[config.mk]
export PLATFORM = sky130hd
export DESIGN_NAME = codec_serial_port_framing
export DESIGN_NICKNAME = d
export VERILOG_FILES = /design/src/verilog/codec_serial_pkg.sv /design/src/verilog/codec_serial_port_framing.sv
export SDC_FILE = /design/constraint.sdc
export NUM_CORES = 1
export LEC_CHECK = 0
export ABC_CLOCK_PERIOD_IN_PS = 4200
export BUFFER_PORTS_ARGS = -buffer_cell sky130_fd_sc_hd__buf_2
export CORE_AREA = 2 2 135 137
export CTS_BUF_LIST = sky130_fd_sc_hd__clkbuf_16
export DETAILED_ROUTE_END_ITERATION = 10
export DIE_AREA = 0 0 137 139
export GPL_TIMING_DRIVEN = 0
export PLACE_DENSITY = 0.77
export SLEW_MARGIN = 5
export SYNTH_ARGS = -nofsm -noshare
export SYNTH_HDL_FRONTEND = slang
export SYNTH_SLANG_ARGS = --single-unit
[constraint.sdc]
create_clock -name ref_clk -period 4.2 [get_ports ref_clk]
set_input_delay 0.21 -clock ref_clk [delete_from_list [all_inputs] [get_ports ref_clk]]
set_output_delay 0.21 -clock ref_clk [all_outputs]
set_load 0.1 [all_outputs]
[src/verilog/codec_serial_pkg.sv]
package codec_serial_pkg;

	// Word and buffer shape
	localparam int unsigned WORD_BITS  = 16;
	localparam int unsigned CNT_W      = 4;
	localparam int unsigned FIFO_DEPTH = 8;

	// Divider select fields and the bit-clock half-period counter
	localparam int unsigned MDIV_SEL_W = 3;
	localparam int unsigned SDIV_SEL_W = 2;
	localparam int unsigned HALF_W     = 7;

	// Master divisor is select+1 (1..8); bit-clock divisor is 2 << select (2..16)
	localparam logic [HALF_W-1:0] MDIV_BASE = 7'h01;
	localparam logic [HALF_W-1:0] SDIV_BASE = 7'h02;

	// Reset values and the bit-count load value
	localparam logic [HALF_W-1:0]    HALF_RST  = 7'h00;
	localparam logic [CNT_W-1:0]     CNT_RST   = 4'h0;
	localparam logic [CNT_W-1:0]     CNT_LAST  = 4'hf;
	localparam logic [WORD_BITS-1:0] WORD_RST  = 16'h0000;

	// Bit positions
	localparam int unsigned MSB_POS = WORD_BITS - 1;

	typedef enum logic [2:0] {
		TX_IDLE  = 3'b001,
		TX_SYNC  = 3'b010,
		TX_SHIFT = 3'b100
	} tx_state_t;

	typedef enum logic [1:0] {
		RX_IDLE  = 2'b01,
		RX_SHIFT = 2'b10
	} rx_state_t;

endpackage : codec_serial_pkg

[src/verilog/codec_serial_port_framing.sv]
`timescale 1ns/1ps

module word_fifo #(
	parameter int unsigned WIDTH = 16,
	parameter int unsigned DEPTH = 8
) (
	input  wire logic             clk,
	input  wire logic             rst_n,
	input  wire logic             clk_en,
	input  wire logic             in_valid,
	input  wire logic [WIDTH-1:0] in_data,
	output logic                  in_ready,
	output logic                  out_valid,
	output logic      [WIDTH-1:0] out_data,
	input  wire logic             out_ready
);
	localparam int unsigned PTR_W = $clog2(DEPTH);
	localparam int unsigned CNT_W = $clog2(DEPTH + 1);

	logic [WIDTH-1:0] mem [DEPTH];
	logic [PTR_W-1:0] wr_ptr_ff;
	logic [PTR_W-1:0] rd_ptr_ff;
	logic [CNT_W-1:0] count_ff;
	logic [PTR_W-1:0] nxt_wr_ptr;
	logic [PTR_W-1:0] nxt_rd_ptr;
	logic [CNT_W-1:0] nxt_count;
	logic             push;
	logic             pop;

	// Honest full and empty straight from the occupancy count
	assign in_ready  = (count_ff != CNT_W'(DEPTH));
	assign out_valid = (count_ff != '0);
	assign out_data  = mem[rd_ptr_ff];

	always_comb begin
		push       = in_valid && in_ready;
		pop        = out_valid && out_ready;
		nxt_wr_ptr = push ? PTR_W'((wr_ptr_ff + 1'b1) % DEPTH) : wr_ptr_ff;
		nxt_rd_ptr = pop ? PTR_W'((rd_ptr_ff + 1'b1) % DEPTH) : rd_ptr_ff;
		nxt_count  = count_ff;
		if (push && !pop) begin
			nxt_count = count_ff + 1'b1;
		end else if (pop && !push) begin
			nxt_count = count_ff - 1'b1;
		end
	end

	always_ff @(posedge clk or negedge rst_n) begin
		if (!rst_n) begin
			wr_ptr_ff <= '0;
			rd_ptr_ff <= '0;
			count_ff  <= '0;
		end else if (clk_en) begin
			wr_ptr_ff <= nxt_wr_ptr;
			rd_ptr_ff <= nxt_rd_ptr;
			count_ff  <= nxt_count;
		end
	end

	always_ff @(posedge clk) begin
		if (clk_en && push) begin
			mem[wr_ptr_ff] <= in_data;
		end
	end

endmodule : word_fifo

// Functional notes
// - Reset low clears all control and state
// - Bit clock equals master over divisor product
// - Output bits launch on bit-clock rising edge
// - Data output floats when idle or disabled
// - One-period sync precedes each word, MSB first
// - Output sync changes on rising edges only, or when the port is disabled
// - Output sync floats while port disabled
// - Input sync sampled on falling edge, enabled
// - Input bits captured on falling edge, enabled
// - Disable floats outputs, ignores inputs, stops clock
// - Re-enable keeps data, restarts timing state
module codec_serial_port_framing (
	input  wire logic                                     ref_clk,
	input  wire logic                                     rst_n,
	input  wire logic                                     clk_en,
	input  wire logic                                     serial_port_enable,
	input  wire logic [codec_serial_pkg::MDIV_SEL_W-1:0]  mclk_div_sel,
	input  wire logic [codec_serial_pkg::SDIV_SEL_W-1:0]  sclk_div_sel,
	input  wire logic                                     tx_valid,
	input  wire logic [codec_serial_pkg::WORD_BITS-1:0]   tx_data,
	output logic                                          tx_ready,
	output logic                                          serial_bit_clock,
	output logic                                          serial_data_out,
	output logic                                          serial_data_out_oe,
	output logic                                          output_frame_sync,
	output logic                                          output_frame_sync_oe,
	input  wire logic                                     serial_data_in,
	input  wire logic                                     input_frame_sync,
	output logic [codec_serial_pkg::WORD_BITS-1:0]        rx_word,
	output logic                                          rx_valid
);
	localparam int unsigned HW = codec_serial_pkg::HALF_W;
	localparam int unsigned CW = codec_serial_pkg::CNT_W;
	localparam int unsigned WB = codec_serial_pkg::WORD_BITS;

	// Bit clock generation
	logic [HW-1:0] half_cnt_ff;
	logic [HW-1:0] nxt_half_cnt;
	logic          sclk_ff;
	logic          nxt_sclk;
	logic [HW-1:0] mdiv;
	logic [HW-1:0] sdiv;
	logic [HW-1:0] half_len;
	logic          tick;
	logic          rise_ev;
	logic          fall_ev;
	logic          port_on;

	// Transmit path
	codec_serial_pkg::tx_state_t tx_state_ff;
	codec_serial_pkg::tx_state_t nxt_tx_state;
	logic [WB-1:0] tx_shift_ff;
	logic [WB-1:0] nxt_tx_shift;
	logic [CW-1:0] tx_cnt_ff;
	logic [CW-1:0] nxt_tx_cnt;
	logic          sdo_ff;
	logic          nxt_sdo;
	logic          sdo_oe_ff;
	logic          nxt_sdo_oe;
	logic          fs_ff;
	logic          nxt_fs;
	logic          fs_oe_ff;
	logic          nxt_fs_oe;
	logic          fifo_valid;
	logic [WB-1:0] fifo_data;
	logic          fifo_pop;

	// Receive path
	codec_serial_pkg::rx_state_t rx_state_ff;
	codec_serial_pkg::rx_state_t nxt_rx_state;
	logic [WB-1:0] rx_shift_ff;
	logic [WB-1:0] nxt_rx_shift;
	logic [CW-1:0] rx_cnt_ff;
	logic [CW-1:0] nxt_rx_cnt;
	logic [WB-1:0] rx_word_ff;
	logic [WB-1:0] nxt_rx_word;
	logic          rx_valid_ff;
	logic          nxt_rx_valid;

	assign port_on = serial_port_enable;

	// Word buffer survives a port disable; only timing state restarts
	word_fifo #(
		.WIDTH (WB),
		.DEPTH (codec_serial_pkg::FIFO_DEPTH)
	) u_tx_fifo (
		.clk       (ref_clk),
		.rst_n     (rst_n),
		.clk_en    (clk_en),
		.in_valid  (tx_valid),
		.in_data   (tx_data),
		.in_ready  (tx_ready),
		.out_valid (fifo_valid),
		.out_data  (fifo_data),
		.out_ready (fifo_pop)
	);

	// ref_clk is the externally supplied master clock
	always_comb begin
		mdiv     = HW'(mclk_div_sel) + codec_serial_pkg::MDIV_BASE;
		sdiv     = HW'(codec_serial_pkg::SDIV_BASE << sclk_div_sel);
		// Product can reach one past the counter width, so form it one bit wider
		half_len = HW'(({1'b0, mdiv} * {1'b0, sdiv}) >> 1);
		// A divisor change mid-period must not let the counter run past its end
		tick     = port_on && (half_cnt_ff >= half_len - 1'b1);
		rise_ev  = tick && !sclk_ff;
		fall_ev  = tick && sclk_ff;
		nxt_half_cnt = tick ? codec_serial_pkg::HALF_RST : half_cnt_ff + 1'b1;
		nxt_sclk     = tick ? !sclk_ff : sclk_ff;
		if (!port_on) begin
			nxt_half_cnt = codec_serial_pkg::HALF_RST;
			nxt_sclk     = 1'b0;
		end
	end

	always_ff @(posedge ref_clk or negedge rst_n) begin
		if (!rst_n) begin
			half_cnt_ff <= codec_serial_pkg::HALF_RST;
			sclk_ff     <= 1'b0;
		end else if (clk_en) begin
			half_cnt_ff <= nxt_half_cnt;
			sclk_ff     <= nxt_sclk;
		end
	end

	always_comb begin
		nxt_tx_state = tx_state_ff;
		nxt_tx_shift = tx_shift_ff;
		nxt_tx_cnt   = tx_cnt_ff;
		nxt_sdo      = sdo_ff;
		nxt_sdo_oe   = sdo_oe_ff;
		nxt_fs       = fs_ff;
		nxt_fs_oe    = port_on;
		fifo_pop     = 1'b0;
		if (!port_on) begin
			nxt_tx_state = codec_serial_pkg::TX_IDLE;
			nxt_tx_cnt   = codec_serial_pkg::CNT_RST;
			nxt_sdo      = 1'b0;
			nxt_sdo_oe   = 1'b0;
			nxt_fs       = 1'b0;
		end else if (rise_ev) begin
			// While enabled, every launch, sync change and data float change waits for a rising edge
			nxt_fs = 1'b0;
			unique case (tx_state_ff)
				codec_serial_pkg::TX_IDLE: begin
					nxt_sdo_oe = 1'b0;
				end
				codec_serial_pkg::TX_SYNC: begin
					nxt_tx_state = codec_serial_pkg::TX_SHIFT;
					nxt_tx_cnt   = codec_serial_pkg::CNT_LAST;
					nxt_sdo      = tx_shift_ff[codec_serial_pkg::MSB_POS];
					nxt_sdo_oe   = 1'b1;
					nxt_tx_shift = {tx_shift_ff[WB-2:0], 1'b0};
				end
				codec_serial_pkg::TX_SHIFT: begin
					nxt_tx_cnt   = tx_cnt_ff - 1'b1;
					nxt_sdo      = tx_shift_ff[codec_serial_pkg::MSB_POS];
					nxt_tx_shift = {tx_shift_ff[WB-2:0], 1'b0};
					if (tx_cnt_ff == codec_serial_pkg::CNT_RST + 1'b1) begin
						nxt_tx_state = codec_serial_pkg::TX_SHIFT;
					end else if (tx_cnt_ff == codec_serial_pkg::CNT_RST) begin
						nxt_tx_state = codec_serial_pkg::TX_IDLE;
						nxt_tx_cnt   = codec_serial_pkg::CNT_RST;
						nxt_sdo_oe   = 1'b0;
					end
				end
				default: begin
					nxt_tx_state = codec_serial_pkg::TX_IDLE;
					nxt_sdo_oe   = 1'b0;
				end
			endcase
			// A waiting word starts its sync period as the last bit ends
			if ((nxt_tx_state == codec_serial_pkg::TX_IDLE) && fifo_valid) begin
				nxt_tx_state = codec_serial_pkg::TX_SYNC;
				nxt_tx_shift = fifo_data;
				nxt_fs       = 1'b1;
				fifo_pop     = 1'b1;
			end
		end
	end

	always_ff @(posedge ref_clk or negedge rst_n) begin
		if (!rst_n) begin
			tx_state_ff <= codec_serial_pkg::TX_IDLE;
			tx_shift_ff <= codec_serial_pkg::WORD_RST;
			tx_cnt_ff   <= codec_serial_pkg::CNT_RST;
			sdo_ff      <= 1'b0;
			sdo_oe_ff   <= 1'b0;
			fs_ff       <= 1'b0;
			fs_oe_ff    <= 1'b0;
		end else if (clk_en) begin
			tx_state_ff <= nxt_tx_state;
			tx_shift_ff <= nxt_tx_shift;
			tx_cnt_ff   <= nxt_tx_cnt;
			sdo_ff      <= nxt_sdo;
			sdo_oe_ff   <= nxt_sdo_oe;
			fs_ff       <= nxt_fs;
			fs_oe_ff    <= nxt_fs_oe;
		end
	end

	always_comb begin
		nxt_rx_state = rx_state_ff;
		nxt_rx_shift = rx_shift_ff;
		nxt_rx_cnt   = rx_cnt_ff;
		nxt_rx_word  = rx_word_ff;
		nxt_rx_valid = 1'b0;
		if (!port_on) begin
			nxt_rx_state = codec_serial_pkg::RX_IDLE;
			nxt_rx_cnt   = codec_serial_pkg::CNT_RST;
		end else if (fall_ev) begin
			unique case (rx_state_ff)
				codec_serial_pkg::RX_IDLE: begin
					if (input_frame_sync) begin
						nxt_rx_state = codec_serial_pkg::RX_SHIFT;
						nxt_rx_cnt   = codec_serial_pkg::CNT_LAST;
					end
				end
				codec_serial_pkg::RX_SHIFT: begin
					nxt_rx_shift = {rx_shift_ff[WB-2:0], serial_data_in};
					nxt_rx_cnt   = rx_cnt_ff - 1'b1;
					if (rx_cnt_ff == codec_serial_pkg::CNT_RST) begin
						nxt_rx_word  = {rx_shift_ff[WB-2:0], serial_data_in};
						nxt_rx_valid = 1'b1;
						nxt_rx_state = codec_serial_pkg::RX_IDLE;
						if (input_frame_sync) begin
							nxt_rx_state = codec_serial_pkg::RX_SHIFT;
							nxt_rx_cnt   = codec_serial_pkg::CNT_LAST;
						end
					end
				end
				default: begin
					nxt_rx_state = codec_serial_pkg::RX_IDLE;
				end
			endcase
		end
	end

	always_ff @(posedge ref_clk or negedge rst_n) begin
		if (!rst_n) begin
			rx_state_ff <= codec_serial_pkg::RX_IDLE;
			rx_shift_ff <= codec_serial_pkg::WORD_RST;
			rx_cnt_ff   <= codec_serial_pkg::CNT_RST;
			rx_word_ff  <= codec_serial_pkg::WORD_RST;
			rx_valid_ff <= 1'b0;
		end else if (clk_en) begin
			rx_state_ff <= nxt_rx_state;
			rx_shift_ff <= nxt_rx_shift;
			rx_cnt_ff   <= nxt_rx_cnt;
			rx_word_ff  <= nxt_rx_word;
			rx_valid_ff <= nxt_rx_valid;
		end
	end

	assign serial_bit_clock     = sclk_ff;
	assign serial_data_out      = sdo_ff;
	assign serial_data_out_oe   = sdo_oe_ff;
	assign output_frame_sync    = fs_ff;
	assign output_frame_sync_oe = fs_oe_ff;
	assign rx_word              = rx_word_ff;
	assign rx_valid             = rx_valid_ff;
endmodule : codec_serial_port_framing

==> impl_metrics.ini <==
[worst_setup_path]
cpLargestDelayFamily = adder cells
r2r_start = tx_cnt_ff[0]$_DFFE_PN0P_
r2r_end = u_tx_fifo.count_ff[3]$_DFFE_PN0P_
worstSetupPathType = in2reg
start_kind = input pin
crit_path_end = u_tx_fifo.count_ff[3]$_DFFE_PN0P_
path_cells = buf_2 > nand3_4 > nor3_4 > fa_1 > fa_1 > fa_2 > nor3b_4 > nor3b_2 > xnor2_1 > ha_1 > nand3_2 > o31a_4 > buf_8 > or4_4 > ha_4 > inv_4 > ha_4 > a21o_1 > a21oi_2 > xnor2_1 > nor2_1 > xor2_1
crit_required_ns = 4.59
cp_slowest_cell = fa_1
path_depth = 22
slowest_delay_ns = 0.55
crit_arrival_ns = 5.19
ff2ff_setup_slack_ns = 0.85
crit_start = mclk_div_sel[2]
cp_max_fo = 4
worst-path-buf-inv = 3
reg2reg_depth = 14
critPathCaptureType = flip-flop

[clocking]
cts-root-buf = clkbuf_16
clk_latency_ns = 0.51
clock_sinks = 211
clk_pin_slew_ns = 0.06
cts_tree = yes
clockBufferDepth = 3
cts_made_buffers = 22
cts-htree-levels = 1

[placement]
hpwl_um = 13100
gp_congestion = 0.8367
dp_slack_ns = -1.419
dp_cells = 882
portBuffers = 49

[yosys]
ys_top_cells_by_area = edfxtp_1 41%, dfrtp_1 21%, mux4_2 7.6%, mux2_2 4.4%, ha_1 4.0%
ys_seq_elements = 211
netlist_area_um2 = 9459
synth-async-reset-ratio = 0.3934
postSynthCellCount = 595
synth_top_area_frac = 0.4063
synth_flop_cell = edfxtp_1
synth_most_common_cell = edfxtp_1
synth_top_cells_by_count = 128 x edfxtp_1, 81 x dfrtp_1, 37 x mux2_2, 34 x nor2_1, 32 x mux4_2
yosys_warnings = 0
synth_area_leader_cell = edfxtp_1
synthesis.nets = 658
synth-edff-count = 128
synthDistinctLibCells = 61
avgSynthCellArea_um2 = 15.90
synth_seq_area_share = 0.6262

[hold_path]
hold_path_class = in2reg

[floorplanning]
initial_core_util = 0.5357
core_area_um2 = 17660
die_h_um = 139
io_pins = 51
die_w_um = 137
dieArea_um2 = 19040
rows = 49

[detailed_routing]
ant_nets = 0
wl_per_cell_um = 20.35
dr.pass1.iters = 5
vias_per_cell = 5.857
drc = 0
first_iter_violations = 357
drt-total-wl_um = 19420
vias = 5588

[sta]
fin_skew_ns = 0.01220
fin_tns_setup_ns = -1.316
max_freq_mhz = 208.3
worst_slew_pin_slew_ns = 1.104
period_needed_ns = 4.802
final-setup-viol-count = 3
fin_crit_sh = 1.143
hold_violations = 0
maxSlewHeadroom = 0.2597
drv_slew = 0
rsz0062_at_grt = true
hold_slack_ns = 0.06204
fin_ws_ns = -0.6017

[grt]
first_global_vias = 5918
antenna_found_initial = 0
track_usage = 0.2089
grt_max_degree = 52
grt_pass1_wl_um = 30950
overflow = 0

[run]
drv_cap = 0

[finish]
drive_above_1_share = 0.3517
final_cell_count_no_fill = 954
n_antenna_cell = 0
synthToLayoutAreaGrowth_pct = 21.34
layout.nets = 772

[power]
p_int_mw = 4.206
power.density_nw_per_um2 = 508.4
p_leak_nw = 4.644
p_clk_frac = 0.330
p_seq_frac = 0.444
p_switching_mw = 1.629
netSwitchingFraction = 0.2792
ir_worst_vdd_v = 0.0004452
p_comb_frac = 0.226

[status]
violations = setup timing
status = finished with violations
per-stage QoR:
stage	area [um2]	power, mW	util
floorplan	9603	3.485	-
CTS	11400	5.830	0.6458
global route	11480	6.095	0.6500
finish	11480	5.836	0.6500
global placement	10130	3.722	0.5740
detailed placement	10320	3.840	0.5845
cells in the final DEF, fill, tap and decap left out, drive strengths merged, types with 2 or more instances in the layout:
cell         netlist  final
clkbuf            10     32
a31oi              3      3
o21a               5      5
o31ai              2      2
buf               14     86
nand4              5      5
nor4b              2      2
o22a              15     15
dfstp              2      2
mux4              32     32
a32o               2      2
mux2i             22     22
xor2              10     10
edfxtp           128    128
a2bb2oi           15     15
a21oi             10     10
nor3b              3      3
dfrtp             81     81
a31o               2      2
o21ai             10     10
o211ai             2      2
clkinv             0      9
a211oi             2      2
dlygate4sd3        0     18
nand2             20     20
inv               18     24
nand2b            11     11
xnor2             15     15
ha                30     30
fa                 5      5
nor3              12     12
and3               2      2
or3                4      4
mux2              37     37
nand3              6      6
bufinv             0      3
nor4               3      3
a21o               6      6
nor2              35     35
logic make-up (layout without fill, tap and decap cells):
| logic type | Yosys count | in the layout | share of synthesized area |
|---|---|---|---|
| flip-flops | 211 | 211 | 0.6262 |
| AND/OR/NAND/NOR | 109 | 109 | 0.06283 |
| multiplexers | 91 | 91 | 0.1435 |
| AO/OA/AOI/OAI | 82 | 82 | 0.07302 |
| buffers and inverters | 42 | 172 | 0.02103 |
| adder cells (fa/ha/maj) | 35 | 35 | 0.05026 |
| XOR/XNOR | 25 | 25 | 0.02315 |
sequential cells by signal (all words and copies together) (netlist names), 4 cells and up:
signal	cells
u_tx_fifo.mem	128
rx_word	16
tx_shift_ff	16
rx_shift_ff	15
half_cnt_ff	7
rx_cnt_ff	4
tx_cnt_ff	4
u_tx_fifo.count_ff	4
area by class of cell:
cell class,instances,area [um2]
Sequential cell,211,5923
Inverter,18,72.57
Timing Repair Buffer,90,714.4
Clock buffer,22,550.5
Tap cell,229,286.5
Fill cell,1224,6180
Clock inverter,18,178.9
Multi-Input combinational cell,342,3615
Buffer,24,136.4
power by group through the flow:
stage / clock [mW] / combinational (mW) / sequential, mW
final: 1.92 / 1.32 / 2.59
after global placement: 0 / 1.12 / 2.61
after global routing: 2.05 / 1.43 / 2.62
after detailed placement: 0 / 1.21 / 2.63
after floorplan: 0 / 0.855 / 2.63
after CTS: 1.96 / 1.28 / 2.59
repair_timing:
action / in CTS / in global routing
pin swaps: 19 / 15
buffers inserted: 12 / 3
setup endpoints to repair: 48 / 33
hold buffers: 18 / 0
gates resized for setup: 20 / 14
endpoints found under the hold margin: 161 / 0
how the worst min path moves through the flow:
stage,start,to,slack (ns),cells past startpoint
floorplan,rst_n,half_cnt_ff[0]$_DFFE_PN0P_,-0.09,0
global route,serial_port_enable,serial_data_out_oe$_DFFE_PN0P_,0.05,3
detailed placement,rst_n,half_cnt_ff[4]$_DFFE_PN0P_,0.20,1
finish,serial_port_enable,serial_data_out_oe$_DFFE_PN0P_,0.06,3
global placement,serial_data_in,rx_word[0]$_DFFE_PN0P_,0.46,2
CTS,serial_port_enable,serial_data_out_oe$_DFFE_PN0P_,0.04,3
worst register-to-register path, delay by kind of cell (launching register included):
family / cells / cell delay (ns)
buffers and inverters: 2 / 0.16
DFF: 1 / 0.41
and+or+nand+nor: 3 / 0.96
AOI/OAI and AO/OA: 4 / 0.81
adders and majority gates: 3 / 0.59
xor gates and xnor gates: 2 / 0.30
metal layers:
layer  vias to the layer above  global-route usage  share of wire
li1                       2513                   -              -
met1                      2857              0.2665           0.41
met2                       174              0.3663           0.52
met3                        44             0.03070          0.042
met4                         0             0.06620          0.034
met5                         -                   0              0
Note: power is estimated with default switching activity, not from simulation.
